==> config.mk <==
export PLATFORM = sky130hd
export DESIGN_NAME = nebb_ecc_ctrl
export DESIGN_NICKNAME = d
export VERILOG_FILES = /design/src/rtl/nebb_pkg.sv /design/src/rtl/nebb_ecc_ctrl.sv /design/src/rtl/nebb_code_gen.sv /design/src/rtl/nebb_marker_chk.sv
export SDC_FILE = /design/constraint.sdc
export NUM_CORES = 1
export LEC_CHECK = 0
export ABC_CLOCK_PERIOD_IN_PS = 2700
export BUFFER_PORTS_ARGS = -buffer_cell sky130_fd_sc_hd__buf_2
export CORE_MARGIN = 5
export CORE_UTILIZATION = 59
export CTS_CLUSTER_SIZE = 24
export DETAILED_ROUTE_END_ITERATION = 7
export GPL_TIMING_DRIVEN = 0
export PLACE_DENSITY_LB_ADDON = 0.12
export SKIP_LAST_GASP = 1
export SYNTH_ARGS = -nofsm -noshare
export SYNTH_HDL_FRONTEND = slang
export SYNTH_SLANG_ARGS = --single-unit
export TNS_END_PERCENT = 20
==> constraint.sdc <==
create_clock -name i_clk -period 2.7 [get_ports i_clk]
set_input_delay 0.54 -clock i_clk [delete_from_list [all_inputs] [get_ports i_clk]]
set_output_delay 0.54 -clock i_clk [all_outputs]
set_load 0.01 [all_outputs]
==> src/rtl/nebb_pkg.sv <==
// constants and types of the flash ecc bypass and bad block path
// Summary of operation
// - bypass skips background code generation
// - bypass result carries no error position
// - bypass program leaves stored spare code
// - bypass load computes no new code
// - bypass load marks status invalid
// - bypass neither detects nor corrects errors
// - configuration bit nine selects bypass mode
// - load returns originally programmed code to buffer
// - normal load compares codes, fixes single bit
// - block zero is always valid
// - bad blocks carry non erased marker word
// - marker load of bad block reports error
// - failed page program spares other pages
// - single bit main word load errors fixed by correction outside bypass
package nebb_pkg;
    localparam int DATA_W = 16;
    localparam int SECT_WORDS = 4;
    localparam int SPARE_WORDS = 4;
    localparam int TOTAL_WORDS = SECT_WORDS + SPARE_WORDS;
    localparam int IDX_W = 3;
    localparam int MIDX_W = 2;
    localparam int BIT_W = 4;
    localparam int POS_W = MIDX_W + BIT_W;
    localparam int CODE_W = POS_W + 1;
    localparam int BLK_W = 10;
    localparam int PAGE_W = 6;
    localparam int SECT_W = 2;
    localparam int MARK_W = 12;
    localparam int CFG_W = 16;
    localparam int CFG_BYPASS_BIT = 9;
    localparam logic [IDX_W-1:0] IDX_FIRST = 3'h0;
    localparam logic [IDX_W-1:0] IDX_ONE = 3'h1;
    localparam logic [IDX_W-1:0] IDX_MAIN_LAST = 3'h3;
    localparam logic [IDX_W-1:0] IDX_MARKER = 3'h4;
    localparam logic [IDX_W-1:0] IDX_ECC = 3'h5;
    localparam logic [IDX_W-1:0] IDX_LAST = 3'h7;
    localparam logic [MARK_W-1:0] MARK_ERASED = 12'hfff;
    localparam logic [DATA_W-1:0] WORD_ERASED = 16'hffff;
    localparam logic [DATA_W-CODE_W-1:0] CODE_PAD = 9'h1ff;
    localparam logic [BLK_W-1:0] BLOCK_SAFE = 10'h000;
    localparam logic [PAGE_W-1:0] MARK_PAGE_LAST = 6'h01;
    localparam logic [SECT_W-1:0] MARK_SECTOR = 2'h0;

    typedef enum logic [1:0] {
        NEBB_IDLE = 2'b00,
        NEBB_PRG = 2'b01,
        NEBB_LDIN = 2'b10,
        NEBB_LDOUT = 2'b11
    } nebb_state_t;

    typedef struct packed {
        logic load;
        logic [BLK_W-1:0] blk;
        logic [PAGE_W-1:0] page;
        logic [SECT_W-1:0] sector;
    } nebb_cmd_t;

    typedef struct packed {
        logic valid;
        logic corrected;
        logic uncorrectable;
        logic [POS_W-1:0] pos;
    } nebb_stat_t;

    typedef struct packed {
        logic valid;
        logic [DATA_W-1:0] data;
    } nebb_word_t;
endpackage : nebb_pkg

==> src/rtl/nebb_ecc_ctrl.sv <==
// sector ecc control with bypass mode and bad block marker check
`timescale 1ns/1ns
`default_nettype none
module nebb_ecc_ctrl
    import nebb_pkg::*;
(
    input wire logic i_clk,
    input wire logic i_resetn,
    input wire logic [nebb_pkg::CFG_W-1:0] i_sys_cfg1,
    input wire logic i_start,
    input wire nebb_pkg::nebb_cmd_t i_cmd,
    input wire nebb_pkg::nebb_word_t i_prg_in,
    input wire nebb_pkg::nebb_word_t i_arr_in,
    output nebb_pkg::nebb_word_t o_pb_out,
    output logic [nebb_pkg::PAGE_W-1:0] o_pb_page,
    output nebb_pkg::nebb_word_t o_buf_out,
    output nebb_pkg::nebb_stat_t o_status,
    output logic o_load_err,
    output logic o_busy,
    output logic o_done
);
    import nebb_pkg::*;

    typedef struct packed {
        nebb_state_t state;
        logic bypass;
        nebb_cmd_t cmd;
        logic [IDX_W-1:0] cnt;
        logic [CODE_W-1:0] acc;
        logic [CODE_W-1:0] stored;
        logic [TOTAL_WORDS-1:0][DATA_W-1:0] mem;
        logic marker_bad;
        nebb_word_t pb_out;
        logic [PAGE_W-1:0] pb_page;
        nebb_word_t buf_out;
        nebb_stat_t status;
        logic load_err;
        logic busy;
        logic done;
    } nebb_ctrl_t;

    nebb_ctrl_t st_q;
    nebb_ctrl_t st_d;
    logic [DATA_W-1:0] gen_word;
    logic [CODE_W-1:0] gen_code;
    logic marker_bad;
    logic [CODE_W-1:0] syndrome;
    logic single_err;
    logic double_err;
    logic [DATA_W-1:0] flip_mask;
    logic [DATA_W-1:0] cur_word;
    logic is_main;

    assign gen_word = (st_q.state == NEBB_LDIN) ? i_arr_in.data : i_prg_in.data;
    assign cur_word = st_q.mem[st_q.cnt];
    assign is_main = (st_q.cnt <= IDX_MAIN_LAST);

    nebb_code_gen u_code_gen (
        .i_word(gen_word),
        .i_idx(st_q.cnt[MIDX_W-1:0]),
        .o_code(gen_code)
    );

    nebb_marker_chk u_marker_chk (
        .i_cmd(st_q.cmd),
        .i_word(i_arr_in.data),
        .o_bad(marker_bad)
    );

    // syndrome of recomputed against stored code
    always_comb
    begin
        syndrome = st_q.acc ^ st_q.stored;
        single_err = syndrome[CODE_W-1];
        double_err = !syndrome[CODE_W-1] && (syndrome[POS_W-1:0] != '0);
        flip_mask = '0;
        if (single_err && !st_q.bypass && is_main && (syndrome[POS_W-1:BIT_W] == st_q.cnt[MIDX_W-1:0]))
        begin
            flip_mask[syndrome[BIT_W-1:0]] = 1'b1;
        end
    end

    always_comb
    begin
        st_d = st_q;
        st_d.done = 1'b0;
        st_d.pb_out.valid = 1'b0;
        st_d.buf_out.valid = 1'b0;
        case (st_q.state)
            NEBB_IDLE:
            begin
                if (i_start)
                begin
                    st_d.cmd = i_cmd;
                    st_d.bypass = i_sys_cfg1[CFG_BYPASS_BIT];
                    st_d.cnt = IDX_FIRST;
                    st_d.acc = '0;
                    st_d.stored = '0;
                    st_d.marker_bad = 1'b0;
                    st_d.busy = 1'b1;
                    if (i_cmd.load)
                    begin
                        st_d.load_err = 1'b0;
                        st_d.status = '0;
                        st_d.state = NEBB_LDIN;
                    end
                    else
                    begin
                        st_d.pb_page = i_cmd.page;
                        st_d.state = NEBB_PRG;
                    end
                end
            end
            NEBB_PRG:
            begin
                if (i_prg_in.valid)
                begin
                    st_d.pb_out.valid = 1'b1;
                    st_d.pb_out.data = i_prg_in.data;
                    if (is_main && !st_q.bypass)
                    begin
                        st_d.acc = st_q.acc ^ gen_code;
                    end
                    if (st_q.cnt == IDX_ECC)
                    begin
                        // all ones leaves the programmed cells untouched
                        st_d.pb_out.data = st_q.bypass ? WORD_ERASED : {CODE_PAD, st_q.acc};
                    end
                    st_d.cnt = st_q.cnt + IDX_ONE;
                    if (st_q.cnt == IDX_LAST)
                    begin
                        st_d.busy = 1'b0;
                        st_d.done = 1'b1;
                        st_d.state = NEBB_IDLE;
                    end
                end
            end
            NEBB_LDIN:
            begin
                if (i_arr_in.valid)
                begin
                    st_d.mem[st_q.cnt] = i_arr_in.data;
                    if (is_main && !st_q.bypass)
                    begin
                        st_d.acc = st_q.acc ^ gen_code;
                    end
                    if (st_q.cnt == IDX_ECC)
                    begin
                        st_d.stored = i_arr_in.data[CODE_W-1:0];
                    end
                    if (st_q.cnt == IDX_MARKER)
                    begin
                        st_d.marker_bad = marker_bad;
                    end
                    st_d.cnt = st_q.cnt + IDX_ONE;
                    if (st_q.cnt == IDX_LAST)
                    begin
                        st_d.state = NEBB_LDOUT;
                    end
                end
            end
            NEBB_LDOUT:
            begin
                st_d.buf_out.valid = 1'b1;
                st_d.buf_out.data = cur_word ^ flip_mask;
                st_d.cnt = st_q.cnt + IDX_ONE;
                if (st_q.cnt == IDX_LAST)
                begin
                    st_d.status.valid = !st_q.bypass;
                    st_d.status.corrected = single_err && !st_q.bypass;
                    st_d.status.uncorrectable = double_err && !st_q.bypass;
                    st_d.status.pos = st_q.bypass ? '0 : syndrome[POS_W-1:0];
                    st_d.load_err = st_q.marker_bad;
                    st_d.busy = 1'b0;
                    st_d.done = 1'b1;
                    st_d.state = NEBB_IDLE;
                end
            end
            default:
            begin
                st_d.state = NEBB_IDLE;
                st_d.busy = 1'b0;
            end
        endcase
    end

    always_ff @(posedge i_clk)
    begin
        if (!i_resetn)
        begin
            st_q <= '0;
        end
        else
        begin
            st_q <= st_d;
        end
    end

    assign o_pb_out = st_q.pb_out;
    assign o_pb_page = st_q.pb_page;
    assign o_buf_out = st_q.buf_out;
    assign o_status = st_q.status;
    assign o_load_err = st_q.load_err;
    assign o_busy = st_q.busy;
    assign o_done = st_q.done;
endmodule : nebb_ecc_ctrl
`default_nettype wire

==> src/rtl/nebb_code_gen.sv <==
// code contribution of one main word: position xor and parity
`timescale 1ns/1ns
`default_nettype none
module nebb_code_gen
    import nebb_pkg::*;
(
    input wire logic [nebb_pkg::DATA_W-1:0] i_word,
    input wire logic [nebb_pkg::MIDX_W-1:0] i_idx,
    output logic [nebb_pkg::CODE_W-1:0] o_code
);
    always_comb
    begin
        logic [POS_W-1:0] pos;
        pos = '0;
        for (int b = 0; b < DATA_W; b++)
        begin
            if (i_word[b])
            begin
                pos = pos ^ {i_idx, BIT_W'(b)};
            end
        end
        o_code = {^i_word, pos};
    end
endmodule : nebb_code_gen
`default_nettype wire

==> src/rtl/nebb_marker_chk.sv <==
// flags a non erased bad block marker on a marker page
`timescale 1ns/1ns
`default_nettype none
module nebb_marker_chk
    import nebb_pkg::*;
(
    input wire nebb_pkg::nebb_cmd_t i_cmd,
    input wire logic [nebb_pkg::DATA_W-1:0] i_word,
    output logic o_bad
);
    always_comb
    begin
        o_bad = (i_cmd.blk != BLOCK_SAFE) &&
                (i_cmd.page <= MARK_PAGE_LAST) &&
                (i_cmd.sector == MARK_SECTOR) &&
                (i_word[MARK_W-1:0] != MARK_ERASED);
    end
endmodule : nebb_marker_chk
`default_nettype wire

Word level (Yosys, flattened, before mapping)
Cells that the tools add are included.
Word-level totals
  word-level logic and storage cells: 162
  output and inout port bits: 52
  register bits after elaboration: 220
Operators by class
  reduce and logical (&&, ||, !) cells: 34
  multiplexer cells: 55
  equal/unequal tests: 17
  add/subtract/negate cells: 1
  bitwise operators: 19
  $lt $le $gt $ge: 6
Operators by type and width (count)
  two-way mux 146 bit: 1
  bitwise mux 128 bit: 1
  two-way mux 6 bit: 17
  XOR 6 bit: 15
  two-way mux 16 bit: 5
  binary-select mux 16 bit (select 3 bit): 1
  demux 16 bit (select 3 bit): 1
  two-way mux 39 bit: 1
  two-way mux 17 bit: 2
  two-way mux 7 bit: 3
  one-hot mux 7 bit (3 select lines): 1
  two-way mux 10 bit: 2
  one-hot mux 10 bit (2 select lines): 1
  AND reduction 4 bit: 5
  XOR reduction 16 bit: 1
  XOR 16 bit: 1
  two-way mux 2 bit: 7
  one-hot mux 7 bit (2 select lines): 1
  XOR 7 bit: 2
  two-way mux 12 bit: 1
  != test 12 bit, second input constant: 1
  != test 2 bit, second input constant: 6
  one-hot mux 3 bit (4 select lines): 1
  logical AND 1 bit: 11
  28 further kinds: 44

Longest topological paths before layout
Gate-level depths: netlist of run 1.
  word-level depth: 37
  mapped depth: 11
  depth with buffers taken out: 9

Modules after synthesis
A second synthesis of run 1 with hierarchy kept.
Unflattened totals
  cell total of the unflattened synthesis: 1263
  area, all modules: 10571.4 µm²
Modules (own cells, without submodules)
  nebb_ecc_ctrl: sequential area each 4404.2 µm², area each 10212.3 µm², cells each 1225, times used 1
  nebb_code_gen: sequential area each 0.0 µm², area each 287.8 µm², cells each 27, times used 1
  nebb_marker_chk: sequential area each 0.0 µm², area each 71.3 µm², cells each 11, times used 1

Worst setup path after synthesis of run 1
Ideal clock, no wire load.
  kind: register -> register
  from: register st_q[218] (netlist bit)
  to: register st_q[188] (netlist bit)
  clock period less this slack: 2.089 ns
  setup time: 0.074 ns
  required time: 2.626 ns
  path slack: 0.611 ns
  buffers on the path: 3
  cell stages (with the launch flop): 12
  arrival time: 2.014 ns
  path through: dfxtp_1 > inv_1 > ha_1 > buf_6 > buf_12 > buf_6 > mux2i_1 > xnor2_1 > xnor2_1 > nand2_1 > or3_1 > a31oi_1
Between the ends
  word-level cells in the longest chain between the ends: 35
  elaborated cells on any way between the ends: 43
  classes of those cells: 5 x eq/ne; 20 x mux; 15 x bitwise; 3 x reduce/logical
Ends and longest elaborated chain
  start: declaration: RTL line nebb_ecc_ctrl.sv:42  | nebb_ctrl_t st_q;
  start signal: assignment: RTL line nebb_ecc_ctrl.sv:195  | st_q <= st_d;
  equality test 2 bit: RTL line nebb_ecc_ctrl.sv:54, nebb_ecc_ctrl.sv:89
  two-way mux 16 bit: RTL line nebb_ecc_ctrl.sv:54  | assign gen_word = (st_q.state == NEBB_LDIN) ? i_arr_in.data : i_prg_in.data;
  two-way mux 6 bit: RTL line nebb_code_gen.sv:17  | if (i_word[b])
  XOR 6 bit: RTL line nebb_code_gen.sv:19  | pos = pos ^ {i_idx, BIT_W'(b)};
  two-way mux 6 bit: RTL line nebb_code_gen.sv:17
  XOR 6 bit: RTL line nebb_code_gen.sv:19
  two-way mux 6 bit: RTL line nebb_code_gen.sv:17
  XOR 6 bit: RTL line nebb_code_gen.sv:19
  (+19 left out)
  XOR 6 bit: RTL line nebb_code_gen.sv:19
  two-way mux 6 bit: RTL line nebb_code_gen.sv:17
  XOR 6 bit: RTL line nebb_code_gen.sv:19
  two-way mux 6 bit: RTL line nebb_code_gen.sv:17
  XOR 7 bit: RTL line nebb_ecc_ctrl.sv:122, nebb_ecc_ctrl.sv:145
  two-way mux 7 bit: RTL line nebb_ecc_ctrl.sv:120, nebb_ecc_ctrl.sv:143
  two-way mux 146 bit or two-way mux 10 bit (tied branches): RTL line nebb_ecc_ctrl.sv:140, nebb_ecc_ctrl.sv:116
  one-hot mux 7 bit (3 select lines): RTL line nebb_ecc_ctrl.sv:89  | case (st_q.state)
Parallel ways exist; a longest one is shown, timed or not. The select of a mux whose other input is x is not followed.
A chain may end at the register's enable or synchronous reset.

==> results of run 1 <==
-- final cells by class --
| cell class | count | area, um2 |
|---|---|---|
| inverter | 9 | 33.8 |
| sequential | 218 | 4360 |
| fill | 1440 | 5380 |
| tap | 225 | 282 |
| timing repair buffer | 102 | 510 |
| clock inverter | 8 | 68.8 |
| clock buffer | 31 | 636 |
| buffer | 134 | 807 |
| multi-input combinational | 860 | 5270 |
-- critical path: stages (launching register included) --
cell and delay (ns):
sky130_fd_sc_hd__dfxtp_1 0.39, sky130_fd_sc_hd__inv_1 0.13, sky130_fd_sc_hd__ha_1 0.23, sky130_fd_sc_hd__buf_6 0.15, sky130_fd_sc_hd__buf_12 0.15, sky130_fd_sc_hd__buf_6 0.15, sky130_fd_sc_hd__nand2_2 0.19, sky130_fd_sc_hd__nor2_1 0.13
sky130_fd_sc_hd__nand3_1 0.28, sky130_fd_sc_hd__clkbuf_1 0.47, sky130_fd_sc_hd__nand2_1 0.15, sky130_fd_sc_hd__a21oi_1 0.18
-- final timing paths --
kind / startpoint / to / slack, ns / depth (start not counted)
worst max-delay path: st_q[218] / flop / 0.02 / 11
worst min-delay path: i_cmd[17] / st_q[215] / 0.27 / 3
worst max register to register: st_q[218] / flop / 0.02 / 11
worst min register to register: flop / flop / 0.45 / 2
-- metal layers --
layer	routed length (um)	part of all wire [%]	track usage [%]
met1	12400	42	40.0
met2	13300	45	46.3
met3	3160	11	5.66
met4	857	2.9	7.90
met5	0	0	0
-- what timing repair did --
item	CTS	global route
hold buffers	0	0
gates resized for setup	0	17
endpoints found under the setup margin	0	63
-- cell families (layout without fill, tap and decap cells) --
| kind of cell | count (synthesis) | count (layout) | share of synthesized area (%) |
|---|---|---|---|
| buf+inv | 143 | 284 | 7.89 |
| simple gates | 484 | 484 | 19.2 |
| flops | 218 | 218 | 41.8 |
| fa+ha+maj | 12 | 12 | 1.44 |
| compound gates | 229 | 229 | 12.9 |
| mux | 72 | 72 | 10.9 |
| xor+xnor | 63 | 63 | 5.95 |
-- through the flow --
step | hold slack (ns) | setup WS [ns] | total power, mW | TNS, ns | utilization [%]
2_1_floorplan | 0.433 | 0.611 | 4.70 | 0 | -
3_3_place_gp | 0.438 | 0.112 | 5.12 | 0 | 64.8
3_5_place_dp | 0.445 | 0.0499 | 5.15 | 0 | 64.8
4_1_cts | 0.267 | 0.0527 | 8.11 | 0 | 68.8
5_1_grt | 0.280 | -0.119 | 8.44 | -1.78 | 69.0
6_report | 0.269 | 0.0196 | 8.13 | 0 | 69.0
-- cells in the final DEF (no fill, tap or decap), types with 29 or more instances in the layout --
| master | n |
|---|---|
| sky130_fd_sc_hd__a21oi_1 | 153 |
| sky130_fd_sc_hd__buf_2 | 119 |
| sky130_fd_sc_hd__buf_4 | 51 |
| sky130_fd_sc_hd__clkbuf_1 | 51 |
| sky130_fd_sc_hd__dfxtp_1 | 218 |
| sky130_fd_sc_hd__mux2i_1 | 38 |
| sky130_fd_sc_hd__mux4_2 | 32 |
| sky130_fd_sc_hd__nand2_1 | 332 |
| sky130_fd_sc_hd__nand3_1 | 29 |
| sky130_fd_sc_hd__nor2_1 | 71 |
| sky130_fd_sc_hd__xor2_1 | 34 |
-- power groups by stage --
stage / registers (mW) / logic, mW / clock network (mW)
2_1_floorplan: 3.49 / 1.21 / 0
3_3_place_gp: 3.51 / 1.62 / 0
3_5_place_dp: 3.51 / 1.64 / 0
4_1_cts: 3.44 / 1.65 / 3.02
5_1_grt: 3.46 / 1.81 / 3.18
6_report: 3.44 / 1.66 / 3.03
==> flow_summary.ini, run 1 <==
[run_status]
run_status = finished, final reports clean

[placement]
placed_instance_area_mm2 = 0.0112
placed_cells_incl_taps = 1548
post-dp-hpwl_um = 21400
io_buffer_count = 102
gp_routability_congestion = 0.914

[power_and_ir_drop]
netSwitchingPower_mw = 2.35
power_density_mw_per_mm2 = 679
power.static_leakage_nw = 4.64
sw_frac_of_total_pct = 29.0
p_clk_share_pct = 37.3
comb_power_share_pct = 20.4
sequentialPowerShare_pct = 42.3
ir_drop_mv = 0.491
power_report.internal_total_mw = 5.77

[sta]
finalMaxSlewViolations = 0
hold_viol_final = 0
final.period_utilization_pct = 99.3
setup_violations = 0
transition_time_at_the_pin_with_the_least_slew_margin_ns = 1.02
timing.slew.headroom_pct = 32.0
rsz0062_at_grt = yes
final.setup_skew_ns = 0.0175
finalWorstPathRequiredPeriod_ns = 2.68
upper_clock_frequency_limit_mhz = 373

[grt]
groute.usage.overall_pct = 28.9
grt_start_max_net_pins = 14
grt-ovfl-total = 0
number_of_antenna_violations_at_the_first_check_in_global_routing = 0
grt_pass1_vias = 8600
grt_pass1_wl_um = 46500

[yosys]
postSynth.asyncResetShare_pct = 0
synth_cell_type_count = 54
syn_area_per_cell_um2 = 8.56
yosysMostFrequentCell = sky130_fd_sc_hd__nand2_1
post_synth_main_area_contributors = sky130_fd_sc_hd__dfxtp_1 (42%), sky130_fd_sc_hd__nand2_1 (12%), sky130_fd_sc_hd__a21oi_1 (7.3%)
postSynthRegisterBits = 218
syn-num-nets = 1305
number_of_synthesized_flops_with_an_enable_pin = 0
synth_seq_area_share_pct = 41.8
postSynthCellCount = 1221
ys.flop_type = sky130_fd_sc_hd__dfxtp_1
synth_top_cells_by_count = sky130_fd_sc_hd__nand2_1 (332), sky130_fd_sc_hd__dfxtp_1 (218), sky130_fd_sc_hd__a21oi_1 (153)
synth.cell_area_mm2 = 0.0105
cell_type_contributing_the_most_total_cell_area_after_synthesis = sky130_fd_sc_hd__dfxtp_1
synthDominantCellAreaShare_pct = 41.8
yosys_warnings = 0

[clock_tree]
clock-root-buffer = sky130_fd_sc_hd__clkbuf_16
cts-htree-levels = 1
clk_latency_ns = 0.52
clk_pin_slew_ns = 0.06
post-cts-setup-buffers = 0
cts_tree = built
cts_max_path_buffers = 3
cts.sink_count = 218
tritoncts.num_buffers = 23

[detailed_routing]
drt_first_iter_violations = 904
post-route-drc-count = 0
num_vias = 9040
antenna_left = 0
drt_pre_antenna_iters = 5
vias_per_cell = 5.70
post_drt_wl_per_cell_um = 18.7
wirelength_um = 29700

[floorplan]
core.rowCount = 48
initial_utilization_pct = 60.2
floorplan.die_area_mm2 = 0.0205
x_dimension_of_the_die_um = 143
dieHeight_um = 143
core_area_mm2 = 0.0174
ioPinCount = 124

[layout]
n_antenna_cell = 0
layout.nets = 1432
finish.instance_area_mm2 = 0.0120
non_filler_instance_count_after_layout = 1587
area_growth_syn_to_layout_pct = 14.6
final_layout_size_suffix_gt1_share_pct = 20.4

[worst_setup_path]
worst-path-max-fanout = 10
worstSetupStartpointType = flop
cp_data_arrival_time_ns = 3.11
critPathKind = reg2reg
worst_ep_required_time_ns = 3.13
critPathCaptureType = flop

[min_path]
holdCritPathClass = in2reg

[flow_run]
maxCapViolations = 0
Note: power is estimated with default switching activity, not from simulation.
==> run 2: changes to the inputs <==
--- a/config.mk
+++ b/config.mk
@@ -7,7 +7,7 @@
 export LEC_CHECK = 0
 export ABC_CLOCK_PERIOD_IN_PS = 2700
 export BUFFER_PORTS_ARGS = -buffer_cell sky130_fd_sc_hd__buf_2
-export CORE_MARGIN = 5
+export CORE_MARGIN = 2
 export CORE_UTILIZATION = 59
 export CTS_CLUSTER_SIZE = 24
 export DETAILED_ROUTE_END_ITERATION = 7
==> run 2 against run 1 <==
Net effect:
- worst setup slack better by 0.052 ns
- utilization up 0.33 points
- largest power group unchanged
- maximum frequency up 2.0%
- sequential cell count unchanged
- critical path type unchanged
==> flow_summary.ini, run 2 (synthesized netlist as in run 1, its figures left out) <==
[power_and_ir_drop]
power_density_mw_per_mm2 = 681
power.static_leakage_nw = 4.64
total_power_mw = 8.17
ir_drop_mv = 0.503

[clock_tree]
cts_max_path_buffers = 3
tritoncts.num_buffers = 23
cts-htree-levels = 1
cts_tree = built
clk_latency_ns = 0.52
cts.sink_count = 218
cts_resized = 1
clock-root-buffer = sky130_fd_sc_hd__clkbuf_16
clk_pin_slew_ns = 0.06
cts-hold-fix-buffers = 0
post-cts-setup-buffers = 0

[floorplan]
ioPinCount = 124
core.rowCount = 48
core_area_mm2 = 0.0173
floorplan.die_area_mm2 = 0.0188
dieHeight_um = 137
initial_utilization_pct = 60.4
x_dimension_of_the_die_um = 137

[grt]
grt_pass1_vias = 8429
grt.busiest_layer = met2
grt.met1_usage_pct = 43.7
grt_start_max_net_pins = 14
groute.usage.overall_pct = 31.6
grt_use_met3_pct = 6.00
grt_pass1_wl_um = 45300
number_of_antenna_violations_at_the_first_check_in_global_routing = 0
grt-ovfl-total = 0
grt.met2_usage_pct = 49.1

[sta]
final.setup_skew_ns = 0.0142
setup_violations = 0
transition_time_at_the_pin_with_the_least_slew_margin_ns = 1.02
hold_viol_final = 0
upper_clock_frequency_limit_mhz = 381
rsz0062_at_grt = yes
timing.slew.headroom_pct = 31.4
finalMaxSlewViolations = 0
final.period_utilization_pct = 97.3
finalWorstPathRequiredPeriod_ns = 2.63

[worst_setup_path]
cp_cell_sequence = inv_1, ha_1, buf_6, buf_12, buf_6, nand2_2, nor2_1, nand3_1, clkbuf_2, nand2_1, a21oi_1
critPathCaptureType = flop
timing.critical_path.max_delay_family = buffers and inverters
rr_worst_depth = 11
critical_path.max_stage_delay_ns = 0.35
critPathKind = reg2reg
worstSetupStartpointType = flop
worstPathBufferInverterCount = 5
timing.critical_path.depth = 11
worstSetupStartpoint = st_q[218]
crit_slowest_cell = sky130_fd_sc_hd__nand3_1
beginning_of_the_worst_register_to_register_path = st_q[218]
timing.critical_path.mode_cell = sky130_fd_sc_hd__buf_6
reg2reg_slack_ns = 0.07
cp_data_arrival_time_ns = 3.00
worst_ep_required_time_ns = 3.07
worst-path-max-fanout = 10

[min_path]
holdCritPathClass = in2reg
hold_start = i_cmd[16]

[layout]
final_layout_size_suffix_gt1_share_pct = 20.3
final_common_cell = sky130_fd_sc_hd__nand2_1
mostFrequentLayoutCells = sky130_fd_sc_hd__nand2_1 (332), sky130_fd_sc_hd__dfxtp_1 (218), sky130_fd_sc_hd__a21oi_1 (153)
fin_util_pct = 69.3
area_growth_syn_to_layout_pct = 14.7
layout.nets = 1432
n_antenna_cell = 0
non_filler_instance_count_after_layout = 1590

[placement]
placed_cells_incl_taps = 1548
gp_routability_congestion = 0.913
post-dp-hpwl_um = 20700
io_buffer_count = 102

[detailed_routing]
drt_first_iter_violations = 867
num_vias = 9149
drt_pre_antenna_iters = 5
wirelength_um = 29800
vias_per_cell = 5.75
post-route-drc-count = 0
post_drt_wl_per_cell_um = 18.7
antenna_left = 0

[run_status]
run_status = finished, final reports clean

[flow_run]
maxCapViolations = 0
-- run 2: cell count changes in the layout (fill, tap and decap cells not counted), sizes merged --
cell	delta
clkbuf	+6
bufinv	-1
clkinv	-2
-- run 2: final cells by class --
type | instances | area [um2]
Buffer | 134 | 801
Fill cell | 1414 | 5310
Tap cell | 225 | 282
Clock inverter | 5 | 28.8
Timing Repair Buffer | 102 | 510
Multi-Input combinational cell | 860 | 5270
Inverter | 9 | 33.8
Clock buffer | 37 | 698
Sequential cell | 218 | 4360
-- run 2: how the worst min path moves through the flow --
stage,depth (start not counted),endpoint
after floorplan,2,flop
after global placement,2,flop
after detailed placement,2,flop
after CTS,3,st_q[198]
after global routing,3,st_q[214]
final,3,st_q[214]
-- run 2: where the power goes --
group / internal (mW) / switching [mW]
Combinational: 0.677 / 0.994
Clock: 1.77 / 1.29
Sequential: 3.36 / 0.0842
-- run 2: metrics by stage --
step | TNS (ns) | cell area [um2] | worst slack (ns) | hold slack [ns]
floorplan | 0 | 10500 | 0.611 | 0.433
global placement | 0 | 11200 | 0.0543 | 0.438
detailed placement | -0.0275 | 11200 | -0.0275 | 0.443
CTS | 0 | 12000 | 0.0129 | 0.259
global route | -0.822 | 12000 | -0.0579 | 0.261
finish | 0 | 12000 | 0.0720 | 0.266
-- run 2: worst reg2reg max path, cell delays in order (launching register included) --
cell and delay, ns:
sky130_fd_sc_hd__dfxtp_1 0.34, sky130_fd_sc_hd__inv_1 0.17, sky130_fd_sc_hd__ha_1 0.19, sky130_fd_sc_hd__buf_6 0.15
sky130_fd_sc_hd__buf_12 0.16, sky130_fd_sc_hd__buf_6 0.16, sky130_fd_sc_hd__nand2_2 0.16, sky130_fd_sc_hd__nor2_1 0.24
sky130_fd_sc_hd__nand3_1 0.35, sky130_fd_sc_hd__clkbuf_2 0.36, sky130_fd_sc_hd__nand2_1 0.13, sky130_fd_sc_hd__a21oi_1 0.08
-- run 2: routing by layer --
layer  vias up  wire length (um)
met5         -                 0
met4         0              1100
met3        63              3140
met2       467             13200
met1      4300             12300
li1       4319                 -
==> run 3: changes to the inputs <==
--- a/config.mk
+++ b/config.mk
@@ -13,6 +13,7 @@
 export DETAILED_ROUTE_END_ITERATION = 7
 export GPL_TIMING_DRIVEN = 0
 export PLACE_DENSITY_LB_ADDON = 0.12
+export SETUP_SLACK_MARGIN = 0.3
 export SKIP_LAST_GASP = 1
 export SYNTH_ARGS = -nofsm -noshare
 export SYNTH_HDL_FRONTEND = slang
==> run 3 against run 2 <==
Net effect:
- first-iteration DRC count down 5.2%
- combinational power up 2%
- hold slack better by 0.00077 ns
- via count up 0.16%
- register-to-register slack better by 0.26 ns
- largest cell class unchanged
- largest power group unchanged
==> flow_summary.ini, run 3 (synthesized netlist as in run 1, its figures left out) <==
[run_status]
run_status = finished, final reports clean

[sta]
worst_hold_margin_ns = 0.267
hold_viol_final = 0
upper_clock_frequency_limit_mhz = 422
transition_time_at_the_pin_with_the_least_slew_margin_ns = 1.02
timing.slew.headroom_pct = 31.7
final.setup_skew_ns = 0.0155
setup_violations = 0
final.period_utilization_pct = 87.8
finalMaxSlewViolations = 0
rsz0062_at_grt = yes
finalWorstPathRequiredPeriod_ns = 2.37

[layout]
register_area_mm2 = 0.00437
fin_util_pct = 70.4
final_layout_size_suffix_gt1_share_pct = 22.4
area_growth_syn_to_layout_pct = 16.5
n_antenna_cell = 0
layout.nets = 1435
final_common_cell = sky130_fd_sc_hd__nand2_1
multi_input_comb_area_mm2 = 0.00538
nFillCells = 1384
mostFrequentLayoutCells = sky130_fd_sc_hd__nand2_1 (332), sky130_fd_sc_hd__dfxtp_1 (216), sky130_fd_sc_hd__a21oi_1 (152)

[grt]
groute.usage.overall_pct = 31.7
grt_pass1_wl_um = 45400
number_of_antenna_violations_at_the_first_check_in_global_routing = 0
grt_pass1_vias = 8438
grt-ovfl-total = 0
grt_start_max_net_pins = 14

[clock_tree]
clock-root-buffer = sky130_fd_sc_hd__clkbuf_16
clk_pin_slew_ns = 0.06
cts-htree-levels = 1
clk_latency_ns = 0.52
cts_max_path_buffers = 3
cts.sink_count = 218
tritoncts.num_buffers = 23
cts-hold-fix-buffers = 0
cts_tree = built

[detailed_routing]
antenna_left = 0
num_vias = 9164
post-route-drc-count = 0
vias_per_cell = 5.75
wirelength_um = 30000
drt_pre_antenna_iters = 6
drt_first_iter_violations = 822
post_drt_wl_per_cell_um = 18.8

[worst_setup_path]
beginning_of_the_worst_register_to_register_path = st_q[218]
reg2reg_slack_ns = 0.33
worst_ep_required_time_ns = 3.14
worst-path-max-fanout = 10
critPathKind = reg2reg
worstSetupStartpointType = flop
rr_worst_depth = 10
cp_data_arrival_time_ns = 2.81
critPathCaptureType = flop

[min_path]
hold_start = i_cmd[16]
holdCritPathClass = in2reg
hold_path_depth = 3
min_to = st_q[214]

[placement]
io_buffer_count = 102
post-dp-hpwl_um = 20700
gp_routability_congestion = 0.913

[floorplan]
x_dimension_of_the_die_um = 137
core.rowCount = 48
dieHeight_um = 137
initial_utilization_pct = 60.4
floorplan.die_area_mm2 = 0.0188
core_area_mm2 = 0.0173
ioPinCount = 124

[flow_run]
maxCapViolations = 0

[power_and_ir_drop]
power_density_mw_per_mm2 = 675
ir_drop_mv = 0.504
power.static_leakage_nw = 4.69
-- run 3: cell count changes in the layout (fill, tap and decap cells not counted), sizes merged --
| cell | previous run | this run |
|---|---|---|
| buf | 182 | 185 |
-- run 3: per-layer routing --
layer | GRT usage (%) | part of all wire, % | vias to the layer above
met5 | 0 | 0 | -
met3 | 5.41 | 9.8 | 71
met2 | 49.4 | 44 | 440
met4 | 12.2 | 3.7 | 0
met1 | 44.0 | 42 | 4334
li1 | - | - | 4319
-- run 3: through the flow --
stage	instance area, um2	power, mW	TNS, ns	std cells	worst slack, ns
floorplan	10500	4.70	0	1221	0.611
global placement	11200	5.12	0	1548	0.0543
detailed placement	11200	5.14	-0.0275	1548	-0.0275
CTS	12000	8.17	0	1591	0.122
global route	12200	8.52	0	1593	0.232
finish	12200	8.22	0	1593	0.330
-- run 3: worst max-delay path by stage --
stage / start / to / cells past startpoint
floorplan: st_q[218] / st_q[188] / 11
global placement: st_q[218] / flop / 10
detailed placement: st_q[218] / flop / 10
CTS: st_q[218] / flop / 10
global route: st_q[197] / o_buf_out[6] / 11
finish: st_q[218] / flop / 10
-- run 3: where the power goes --
part | switching [mW] | internal, mW | total, mW
Combinational | 1.01 | 0.698 | 1.71
Clock | 1.30 | 1.77 | 3.07
Sequential | 0.0855 | 3.36 | 3.44
-- run 3: layout make-up --
class                      count  area share, %
clock inverter                 5          0.236
sequential                   218           35.9
multi-input combinational    860           44.2
clock buffer                  37           5.74
buffer                       134           6.97
inverter                       9          0.278
tap                          225           2.31
timing repair buffer         105           4.38
-- run 3: timing repair --
action / CTS / global route
pin swaps: 1 / 3
hold endpoints to repair: 0 / 0
setup buffers: 1 / 2
resized for setup: 15 / 51
endpoints found under the setup margin: 114 / 145
-- run 3: worst max-delay path: stages, from the launching register on --
cell and delay [ns]:
sky130_fd_sc_hd__dfxtp_2 0.34, sky130_fd_sc_hd__inv_2 0.11, sky130_fd_sc_hd__ha_1 0.17, sky130_fd_sc_hd__buf_6 0.15
sky130_fd_sc_hd__buf_12 0.16, sky130_fd_sc_hd__buf_8 0.16, sky130_fd_sc_hd__nand2_2 0.20, sky130_fd_sc_hd__nor4_4 0.37
sky130_fd_sc_hd__buf_2 0.34, sky130_fd_sc_hd__nand2_1 0.11, sky130_fd_sc_hd__a21oi_1 0.18
